$ cat config.mk
export PLATFORM = sky130hd
export DESIGN_NAME = acs_sequencer
export DESIGN_NICKNAME = d
export VERILOG_FILES = /design/src/verilog/acs_pkg.sv /design/src/verilog/acs_sequencer.sv
export SDC_FILE = /design/constraint.sdc
export NUM_CORES = 1
export LEC_CHECK = 0
export BUFFER_PORTS_ARGS = -buffer_cell sky130_fd_sc_hd__buf_2
export CAP_MARGIN = 20
export CELL_PAD_IN_SITES_DETAIL_PLACEMENT = 0
export CELL_PAD_IN_SITES_GLOBAL_PLACEMENT = 1
export CORE_MARGIN = 2
export CORE_UTILIZATION = 40
export CTS_CLUSTER_DIAMETER = 200
export DETAILED_ROUTE_END_ITERATION = 6
export PLACE_DENSITY_LB_ADDON = 0.12
export SYNTH_ARGS = -nofsm -noshare
export SYNTH_HDL_FRONTEND = slang
export SYNTH_SLANG_ARGS = --single-unit
export TNS_END_PERCENT = 30
$ cat constraint.sdc
create_clock -name aclk -period 7.4 [get_ports aclk]
set_clock_uncertainty 0.1 [all_clocks]
set_input_delay 1.85 -clock aclk [delete_from_list [all_inputs] [get_ports aclk]]
set_output_delay 1.85 -clock aclk [all_outputs]
set_load 0.01 [all_outputs]
$ cat src/verilog/acs_pkg.sv
// Shared constants and types of the converter channel sequencer control block
package acs_pkg;

   // ---------------------------------------------------------------
   // Register map (byte addresses on the AXI4-Lite slave)
   // ---------------------------------------------------------------
   localparam logic [3:0]  ACS_OFF_CTRL   = 4'h0;   // Control word, read/write
   localparam logic [3:0]  ACS_OFF_STATUS = 4'h4;   // Status, bit 3 write one to clear
   localparam logic [3:0]  ACS_OFF_RESULT = 4'h8;   // Last conversion result, read only
   localparam logic [11:0] ACS_CTRL_RESET = 12'h000;
   localparam int          ACS_STAT_UNSAFE_BIT = 3;

   // ---------------------------------------------------------------
   // Conversion timing, counted in conversion-clock edges
   // ---------------------------------------------------------------
   localparam int         ACS_CONV_PERIODS = 13;                   // Full periods per conversion
   localparam logic [4:0] ACS_HALF_ALL     = 5'(2 * ACS_CONV_PERIODS); // 26 edges
   localparam logic [4:0] ACS_HALF_LATE    = 5'(2 * ACS_CONV_PERIODS - 1); // 12.5 periods

   // ---------------------------------------------------------------
   // Control word fields, msb first (bit 11 down to bit 0)
   // ---------------------------------------------------------------
   typedef struct packed {
      logic [1:0] power_sel;      // Power mode, bits 11:10
      logic       output_twos;    // Output coding, bit 9
      logic       ref_internal;   // Reference select, bit 8
      logic       unused_zero;    // Bit 7
      logic [1:0] channel_select; // Channel address, bits 6:5
      logic [1:0] input_config;   // Bit 4 is input_config_hi, bit 3 input_config_lo
      logic [1:0] sequence_ctl;   // Bit 2 sequence_ctl_hi, bit 1 sequence_ctl_lo
      logic       range_double;   // Bit 0
   } acs_ctrl_t;

   localparam logic [1:0] ACS_CFG_SINGLE = 2'h0;  // {hi,lo} = 00
   localparam logic [1:0] ACS_CFG_DIFF   = 2'h2;  // hi=1, lo=0
   localparam logic [1:0] ACS_CFG_PSEUDO = 2'h1;  // hi=0, lo=1
   localparam logic [1:0] ACS_SEQ_OFF    = 2'h0;
   localparam logic [1:0] ACS_SEQ_ON     = 2'h3;
   localparam logic [1:0] ACS_PM_NORMAL  = 2'h0;
   localparam logic [1:0] ACS_PM_AUTOOFF = 2'h1;
   localparam logic [1:0] ACS_PM_STANDBY = 2'h2;
   localparam logic [1:0] ACS_PM_FULLOFF = 2'h3;

   // Analog input switch selection travelling to the input multiplexer
   typedef struct packed {
      logic [1:0] pos_sel;   // Input routed to the positive side
      logic [1:0] neg_sel;   // Input routed to the negative side
      logic       neg_gnd;   // Negative side tied to analog_ground
      logic       pseudo;    // Pseudo-differential operation
   } acs_mux_t;

   typedef enum logic [1:0] {
      ACS_ST_IDLE = 2'b00,
      ACS_ST_CONV = 2'b01
   } acs_state_t;

endpackage : acs_pkg

$ cat src/verilog/acs_sequencer.sv
// Converter control, channel sequencer and AXI4-Lite register slave
//
// The AXI4-Lite register port and the placing of the registers were chosen for this implementation.
module acs_sequencer
   import acs_pkg::*;
#(
   parameter int RES_BITS = 12
) (
   // Clock and reset
   input  wire logic                aclk,
   input  wire logic                aresetn,
   // AXI4-Lite write channels
   input  wire logic [3:0]          s_axi_awaddr,
   input  wire logic                s_axi_awvalid,
   output logic                     s_axi_awready,
   input  wire logic [31:0]         s_axi_wdata,
   input  wire logic [3:0]          s_axi_wstrb,
   input  wire logic                s_axi_wvalid,
   output logic                     s_axi_wready,
   output logic [1:0]               s_axi_bresp,
   output logic                     s_axi_bvalid,
   input  wire logic                s_axi_bready,
   // AXI4-Lite read channels
   input  wire logic [3:0]          s_axi_araddr,
   input  wire logic                s_axi_arvalid,
   output logic                     s_axi_arready,
   output logic [31:0]              s_axi_rdata,
   output logic [1:0]               s_axi_rresp,
   output logic                     s_axi_rvalid,
   input  wire logic                s_axi_rready,
   // Converter pins from the host
   input  wire logic                conversion_clock,
   input  wire logic                convert_start_n,
   // Analog core
   input  wire logic                comp_above,
   output acs_mux_t                 mux_sel,
   output logic                     input_hold,
   output logic [RES_BITS-1:0]      dac_code,
   output logic                     core_pwr_on,
   output logic                     ref_pwr_on
);
   // ---------------------------------------------------------------
   // Elaboration check
   // ---------------------------------------------------------------
   if (RES_BITS < 2 || RES_BITS > ACS_CONV_PERIODS - 1) begin : g_bad_res
      $error("RES_BITS must be 2 or more and leave at least one sampling period");
   end
   localparam logic [4:0] FIRST_DEC = 5'(2 * (ACS_CONV_PERIODS - RES_BITS + 1));
   localparam logic [RES_BITS-1:0] TWOS_FLIP = RES_BITS'(1) << (RES_BITS - 1); // Msb only
   // Channel to switch setting; config 11 is never programmed, single-ended is the safe fallback
   function automatic acs_mux_t mux_decode(input logic [1:0] cfg, input logic [1:0] chan);
      acs_mux_t m;
      m.pos_sel = chan;
      m.neg_sel = chan ^ 2'h1;
      m.neg_gnd = (cfg != ACS_CFG_DIFF) && (cfg != ACS_CFG_PSEUDO);
      m.pseudo  = (cfg == ACS_CFG_PSEUDO);
      return m;
   endfunction : mux_decode
   // ---------------------------------------------------------------
   // State
   // ---------------------------------------------------------------
   acs_ctrl_t             ctrl_ff;
   acs_state_t            state_ff;
   acs_mux_t              mux_ff;
   logic [4:0]            half_cnt_ff;
   logic [RES_BITS-1:0]   sar_ff, result_ff, trial_bit;
   logic [1:0]            seq_pos_ff, chan_ff, bresp_ff, rresp_ff, final_pos, seq_step;
   logic [31:0]           rdata_ff;
   logic                  cclk_prev_ff, cst_prev_ff, aborted_ff, blocked_ff, unsafe_ff;
   logic                  awready_ff, wready_ff, bvalid_ff, arready_ff, rvalid_ff;
   logic                  hold_ff, core_on_ff, ref_on_ff;
   // Edge detection; pins are synchronous to aclk
   logic start_fall, start_rise, cclk_rise, cclk_fall, busy, abort_now, done_now;
   logic wr_take, rd_take, ctrl_wr, seq_wr, stat_wr;
   assign trial_bit  = sar_ff & (~sar_ff + RES_BITS'(1));          // Lowest set bit is on trial
   assign start_fall = cst_prev_ff & ~convert_start_n;
   assign start_rise = ~cst_prev_ff & convert_start_n;
   assign cclk_rise  = ~cclk_prev_ff & conversion_clock;
   assign cclk_fall  = cclk_prev_ff & ~conversion_clock;
   assign busy       = (state_ff == ACS_ST_CONV);
   assign abort_now  = busy && start_fall;
   assign done_now   = busy && !start_fall && (cclk_rise || cclk_fall)
                       && (half_cnt_ff == ACS_HALF_ALL - 5'h1);
   always_ff @(posedge aclk) begin
      if (!aresetn) begin
         cclk_prev_ff <= 1'b0;
         cst_prev_ff  <= 1'b1;
      end else begin
         cclk_prev_ff <= conversion_clock;
         cst_prev_ff  <= convert_start_n;
      end
   end
   // ---------------------------------------------------------------
   // AXI4-Lite slave: address and data taken together, one cycle pulse
   // ---------------------------------------------------------------
   assign wr_take = awready_ff;   // awvalid and wvalid held high by the master meanwhile
   assign rd_take = arready_ff;
   assign ctrl_wr = wr_take && (s_axi_awaddr == ACS_OFF_CTRL);
   assign stat_wr = wr_take && (s_axi_awaddr == ACS_OFF_STATUS);
   assign seq_wr  = ctrl_wr && s_axi_wstrb[0] && (s_axi_wdata[2:1] == ACS_SEQ_ON);
   always_ff @(posedge aclk) begin
      if (!aresetn) begin
         awready_ff <= 1'b0;
         wready_ff  <= 1'b0;
         bvalid_ff  <= 1'b0;
         bresp_ff   <= 2'h0;
      end else begin
         awready_ff <= s_axi_awvalid && s_axi_wvalid && !awready_ff && !bvalid_ff;
         wready_ff  <= s_axi_awvalid && s_axi_wvalid && !awready_ff && !bvalid_ff;
         if (wr_take) begin
            bvalid_ff <= 1'b1;
            bresp_ff  <= (ctrl_wr || stat_wr) ? 2'h0 : 2'h2;   // Unmapped gives SLVERR
         end else if (s_axi_bready) begin
            bvalid_ff <= 1'b0;
         end
      end
   end
   // Read path; result and status are sampled at the accepting edge
   always_ff @(posedge aclk) begin
      if (!aresetn) begin
         arready_ff <= 1'b0;
         rvalid_ff  <= 1'b0;
         rresp_ff   <= 2'h0;
         rdata_ff   <= 32'h0;
      end else begin
         arready_ff <= s_axi_arvalid && !arready_ff && !rvalid_ff;
         if (rd_take) begin
            rvalid_ff <= 1'b1;
            rresp_ff  <= 2'h0;
            case (s_axi_araddr)
               ACS_OFF_CTRL:   rdata_ff <= {20'h0, ctrl_ff};
               ACS_OFF_STATUS: rdata_ff <= {22'h0, core_on_ff, ref_on_ff, seq_pos_ff,
                                            chan_ff, unsafe_ff, blocked_ff, aborted_ff, busy};
               ACS_OFF_RESULT: rdata_ff <= 32'(result_ff);
               default: begin
                  rdata_ff <= 32'h0;
                  rresp_ff <= 2'h2;
               end
            endcase
         end else if (s_axi_rready) begin
            rvalid_ff <= 1'b0;
         end
      end
   end
   // Control word with byte lanes; lane 1 holds bits 11:8
   always_ff @(posedge aclk) begin
      if (!aresetn) begin
         ctrl_ff <= acs_ctrl_t'(ACS_CTRL_RESET);
      end else if (ctrl_wr) begin
         if (s_axi_wstrb[0]) ctrl_ff[7:0]  <= s_axi_wdata[7:0];
         if (s_axi_wstrb[1]) ctrl_ff[11:8] <= s_axi_wdata[11:8];
      end
   end
   // ---------------------------------------------------------------
   // Abort bookkeeping
   // ---------------------------------------------------------------
   // A late abort leaves the sequencer unsettled until a start rise or clock fall
   always_ff @(posedge aclk) begin
      if (!aresetn) begin
         aborted_ff <= 1'b0;
         blocked_ff <= 1'b0;
         unsafe_ff  <= 1'b0;
      end else begin
         if (abort_now) aborted_ff <= 1'b1;
         else if (start_fall) aborted_ff <= 1'b0;
         if (abort_now && half_cnt_ff == ACS_HALF_LATE) blocked_ff <= 1'b1;
         else if (start_rise || cclk_fall) blocked_ff <= 1'b0;
         // Set wins over a write-one-to-clear in the same cycle
         if (seq_wr && blocked_ff) unsafe_ff <= 1'b1;
         else if (stat_wr && s_axi_wstrb[0] && s_axi_wdata[ACS_STAT_UNSAFE_BIT])
            unsafe_ff <= 1'b0;
      end
   end
   // ---------------------------------------------------------------
   // Channel selection and sequencer position
   // ---------------------------------------------------------------
   // Differential sequencing walks forward pairs only and ends on the pair's even input
   assign seq_step  = (ctrl_ff.input_config == ACS_CFG_DIFF ||
                       ctrl_ff.input_config == ACS_CFG_PSEUDO) ? 2'h2 : 2'h1;
   assign final_pos = (seq_step == 2'h2) ? {ctrl_ff.channel_select[1], 1'b0}
                                         : ctrl_ff.channel_select;
   always_ff @(posedge aclk) begin
      if (!aresetn) begin
         seq_pos_ff <= 2'h0;
         chan_ff    <= 2'h0;
         mux_ff     <= '0;
      end else if (start_fall) begin
         if (ctrl_ff.sequence_ctl == ACS_SEQ_ON) begin
            chan_ff    <= seq_pos_ff;
            mux_ff     <= mux_decode(ctrl_ff.input_config, seq_pos_ff);
            seq_pos_ff <= (seq_pos_ff >= final_pos) ? 2'h0 : seq_pos_ff + seq_step;
         end else begin
            chan_ff <= ctrl_ff.channel_select;
            mux_ff  <= mux_decode(ctrl_ff.input_config, ctrl_ff.channel_select);
         end
      end else if (seq_wr) begin
         seq_pos_ff <= 2'h0;
      end
   end
   // ---------------------------------------------------------------
   // Conversion engine: sample, then one decision per later full period
   // ---------------------------------------------------------------
   always_ff @(posedge aclk) begin
      if (!aresetn) begin
         state_ff    <= ACS_ST_IDLE;
         half_cnt_ff <= 5'h0;
         sar_ff      <= '0;
         hold_ff     <= 1'b0;
      end else if (start_fall) begin
         // A start while busy aborts and restarts in the same cycle
         state_ff    <= ACS_ST_CONV;
         half_cnt_ff <= 5'h0;
         sar_ff      <= {1'b1, {(RES_BITS-1){1'b0}}};
         hold_ff     <= 1'b1;
      end else if (busy && (cclk_rise || cclk_fall)) begin
         half_cnt_ff <= half_cnt_ff + 5'h1;
         if (half_cnt_ff + 5'h1 >= FIRST_DEC && !half_cnt_ff[0]) begin
            // Keep or drop the trial bit, then try the next lower one
            sar_ff <= (comp_above ? sar_ff : sar_ff & ~trial_bit) | (trial_bit >> 1);
         end
         if (done_now) begin
            state_ff <= ACS_ST_IDLE;
            hold_ff  <= 1'b0;
         end
      end else begin
         case (state_ff)
            ACS_ST_IDLE: hold_ff <= 1'b0;
            ACS_ST_CONV: hold_ff <= 1'b1;
            default:     state_ff <= ACS_ST_IDLE;
         endcase
      end
   end
   // Output coding is applied to the final word only; bit 0 is decided on the last edge
   always_ff @(posedge aclk) begin
      if (!aresetn) begin
         result_ff <= '0;
      end else if (done_now) begin
         result_ff <= (comp_above ? sar_ff : sar_ff & ~trial_bit)
                      ^ (ctrl_ff.output_twos ? TWOS_FLIP : '0);
      end
   end
   // ---------------------------------------------------------------
   // Power control; automatic modes wake on a start and sleep after it
   // ---------------------------------------------------------------
   always_ff @(posedge aclk) begin
      if (!aresetn) begin
         core_on_ff <= 1'b1;
         ref_on_ff  <= 1'b1;
      end else if (ctrl_ff.power_sel == ACS_PM_FULLOFF) begin
         core_on_ff <= 1'b0;
         ref_on_ff  <= 1'b0;
      end else if (ctrl_ff.power_sel == ACS_PM_NORMAL || start_fall || busy) begin
         core_on_ff <= 1'b1;
         ref_on_ff  <= 1'b1;
      end else begin
         core_on_ff <= 1'b0;
         ref_on_ff  <= (ctrl_ff.power_sel == ACS_PM_STANDBY);
      end
   end
   // Every output straight from a flop
   assign s_axi_awready = awready_ff;
   assign s_axi_wready  = wready_ff;
   assign s_axi_bvalid  = bvalid_ff;
   assign s_axi_bresp   = bresp_ff;
   assign s_axi_arready = arready_ff;
   assign s_axi_rvalid  = rvalid_ff;
   assign s_axi_rresp   = rresp_ff;
   assign s_axi_rdata   = rdata_ff;
   assign mux_sel       = mux_ff;
   assign input_hold    = hold_ff;
   assign dac_code      = sar_ff;
   assign core_pwr_on   = core_on_ff;
   assign ref_pwr_on    = ref_on_ff;
endmodule : acs_sequencer

==> metrics.cfg <==
[placed_design]
placed_area_mm2 = 0.00375
port_buffers = 71
hpwl_um = 6240
dp_slack_ns = 3.42
place.gp.congestion = 0.839

[sta]
timing.slew.headroom_pct = 35.1
holdWs_ns = 0.347
setup_ws_ns = 3.81
worstMarginPinSlew_ns = 0.967
setup_violations = 0
rsz0062_at_grt = false
period_share_pct = 48.6
hold_viol_final = 0
slew_violations = 0
max_freq_ghz = 0.278
fin_setup_tns_ns = 0
fin_crit_ns = 3.59

[clocking]
cts_root_buf = clkbuf_8
worstSkewPairLatency_ns = 0.34
postCtsHoldBufs = 0
path_clk_slew_ns = 0.08
cts_tree = yes
cts_buffers = 9
post_cts_buffers = 0
cts_htree_levels = 3
clkSinkCount = 75
ctsResizeCount = 0
clock_path_buffers = 2

[detailed_routing]
postRouteAntennaNets = 0
num_vias = 2942
dr.pass1.iters = 7
drc_errors = 1
wl_um = 8500
drt_iter0_drc = 213
vias_per_cell = 5.40
routedWlPerCell_um = 15.6

[min_path]
min_path_type = flip-flop to flip-flop
holdPathStages = 1
hold_path_startpoint = s_axi_rvalid$_SDFFE_PN0P_
whs_endpoint = s_axi_arready$_SDFF_PN0_

[critical_path]
cp-end-kind = flip-flop
reg2reg_depth = 8
r2r_end = seq_pos_ff[1]$_SDFFE_PN0P_
start_kind = input port
path_class = input port to flip-flop
crit_fanout = 8
arrival_ns = 3.74
critPathRequiredTime_ns = 7.55
reg2reg_slack_ns = 4.88
r2r_start = ctrl_ff[4]$_SDFFE_PN0P_

[finish]
fin_area_mm2 = 0.00402
diodes = 0
syn_to_final_growth_pct = 18.1
final_cell_mix = 75 x dfxtp_1, 71 x buf_2, 36 x nor2_1
drive_gt1_share_pct = 21.4
layout.nets = 496
layout_commonest_cell = dfxtp_1

[synth]
ys_seq_elements = 75
synth_flop_cell = dfxtp_1
syn_inst = 368
yosysWarnings = 0
synth_cell_types = 52
async_reset_ff_share_pct = 0
synth_enable_flop_cells = 0
synth-seq-area-share_pct = 44.2
syn-mean-instance-area_um2 = 9.24
synthesis.area_mm2 = 0.00340

[global_routing]
met1_usage_pct = 27.6
top_usage_layer = met2
grt_pass1_wl_um = 13600
use_met2_pct = 28.9
antenna_found_initial = 0
overflow = 0
grt_pass1_vias = 2636
grt_usage_pct = 19.5
met3_usage_pct = 3.76
grt_max_degree = 18

[outcome]
violations = design-rule violations
outcome = finished with violations

[power]
p_per_area_mw_per_mm2 = 218
p_leak_nw = 1.68
vdd_ir_drop_max_v = 0.0000969

[die]
fp.dieH_um = 96.2
pin_count = 116
core-area_mm2 = 0.00822
rows = 33
initial_core_util_pct = 41.4
die_area_mm2 = 0.00926
dieWidth_um = 96.2

[flow_run]
drv_cap = 0

-- layout make-up --
type / count / area [um^2]
timing repair buffer: 75 / 385
clock buffer: 11 / 131
multi-input combinational: 263 / 1700
inverter: 11 / 41.3
clock inverter: 5 / 125
fill: 840 / 4200
tap: 105 / 131
sequential: 75 / 1500
-- worst max-delay path, cell delays in order --
cell	delay, ns
buf_2	0.08
inv_1	0.04
ha_1	0.32
nand2b_1	0.18
nor3_1	0.79
a41oi_1	0.21
a311oi_1	0.26
-- how the worst max path moves through the flow --
stage	end	cells after the start	slack (ns)	from
after global routing	dac_code[2]$_SDFFE_PP0P_	7	3.56	conversion_clock
after CTS	result_ff[3]$_SDFFE_PN0P_	5	3.78	convert_start_n
after detailed placement	result_ff[2]$_SDFFE_PN0P_	5	3.42	convert_start_n
after floorplan	dac_code[6]$_SDFFE_PP0P_	7	3.77	conversion_clock
final	dac_code[7]$_SDFFE_PP0P_	7	3.81	conversion_clock
after global placement	result_ff[2]$_SDFFE_PN0P_	5	3.47	convert_start_n
-- registers in the layout (all words and copies together), names as in the netlist, 2 cells and up --
name,flops
half_cnt_ff,5
mux_sel,5
s_axi_rdata,12
seq_pos_ff,2
dac_code,12
result_ff,12
ctrl_ff,12
-- layer usage --
layer | wire length, um | up-vias | share of wire (%)
met3 | 567 | 11 | 6.7
li1 | - | 1460 | -
met4 | 121 | 0 | 1.4
met1 | 4120 | 1362 | 48
met5 | 0 | - | 0
met2 | 3700 | 109 | 43
-- logic make-up (layout without fill, tap and decap cells) --
group / after synthesis / count (layout) / share of synthesized area (%)
and+or+nand+nor: 131 / 131 / 19.9
other: 1 / 22 / 0.110
AOI/OAI and AO/OA: 84 / 84 / 19.5
DFF: 75 / 75 / 44.2
buffers and inverters: 51 / 102 / 8.39
muxes: 12 / 12 / 3.53
xor gates and xnor gates: 6 / 6 / 1.55
adders and majority gates: 8 / 8 / 2.87
-- synth_stat cells, drive strengths merged, types with 2 or more instances --
cell type	number	area, um^2
nand3	2	10.0
a311oi	5	43.8
nand2b	10	62.6
nor2b	3	18.8
nor4	6	37.5
a222oi	10	100
a211oi	4	30.0
or3	5	31.3
nor3	6	30.0
nand3b	3	22.5
dfxtp	75	1500
and4	3	26.3
or4	2	18.8
ha	7	87.6
a22o	3	26.3
inv	11	41.3
a32o	14	140
o31ai	4	30.0
and3	3	18.8
o211ai	2	15.0
a41oi	4	35.0
mux2i	12	120
and2	4	25.0
clkbuf	12	45.0
a21oi	13	65.1
buf	28	199
xnor2	3	26.3
nand2	33	124
a31oi	2	12.5
nor4b	4	41.3
o21ai	15	75.1
nand4	7	43.8
a2111oi	2	18.8
xor2	3	26.3
nor2	36	135
-- per-stage QoR --
stage                     utilization (%)  cells  total power [W]
after floorplan                         -    389         0.000465
after global placement               45.7    528         0.000479
after detailed placement             45.7    528         0.000480
after CTS                            48.8    544         0.000887
after global routing                 48.9    545         0.000910
final                                48.9    545         0.000877
-- report_power, final --
part / internal, W / total [W] / switching [W]
logic: 0.0000195 / 0.0000550 / 0.0000354
clock network: 0.000258 / 0.000407 / 0.000149
registers: 0.000409 / 0.000415 / 0.00000589
Power figures use the tool's default switching activity.
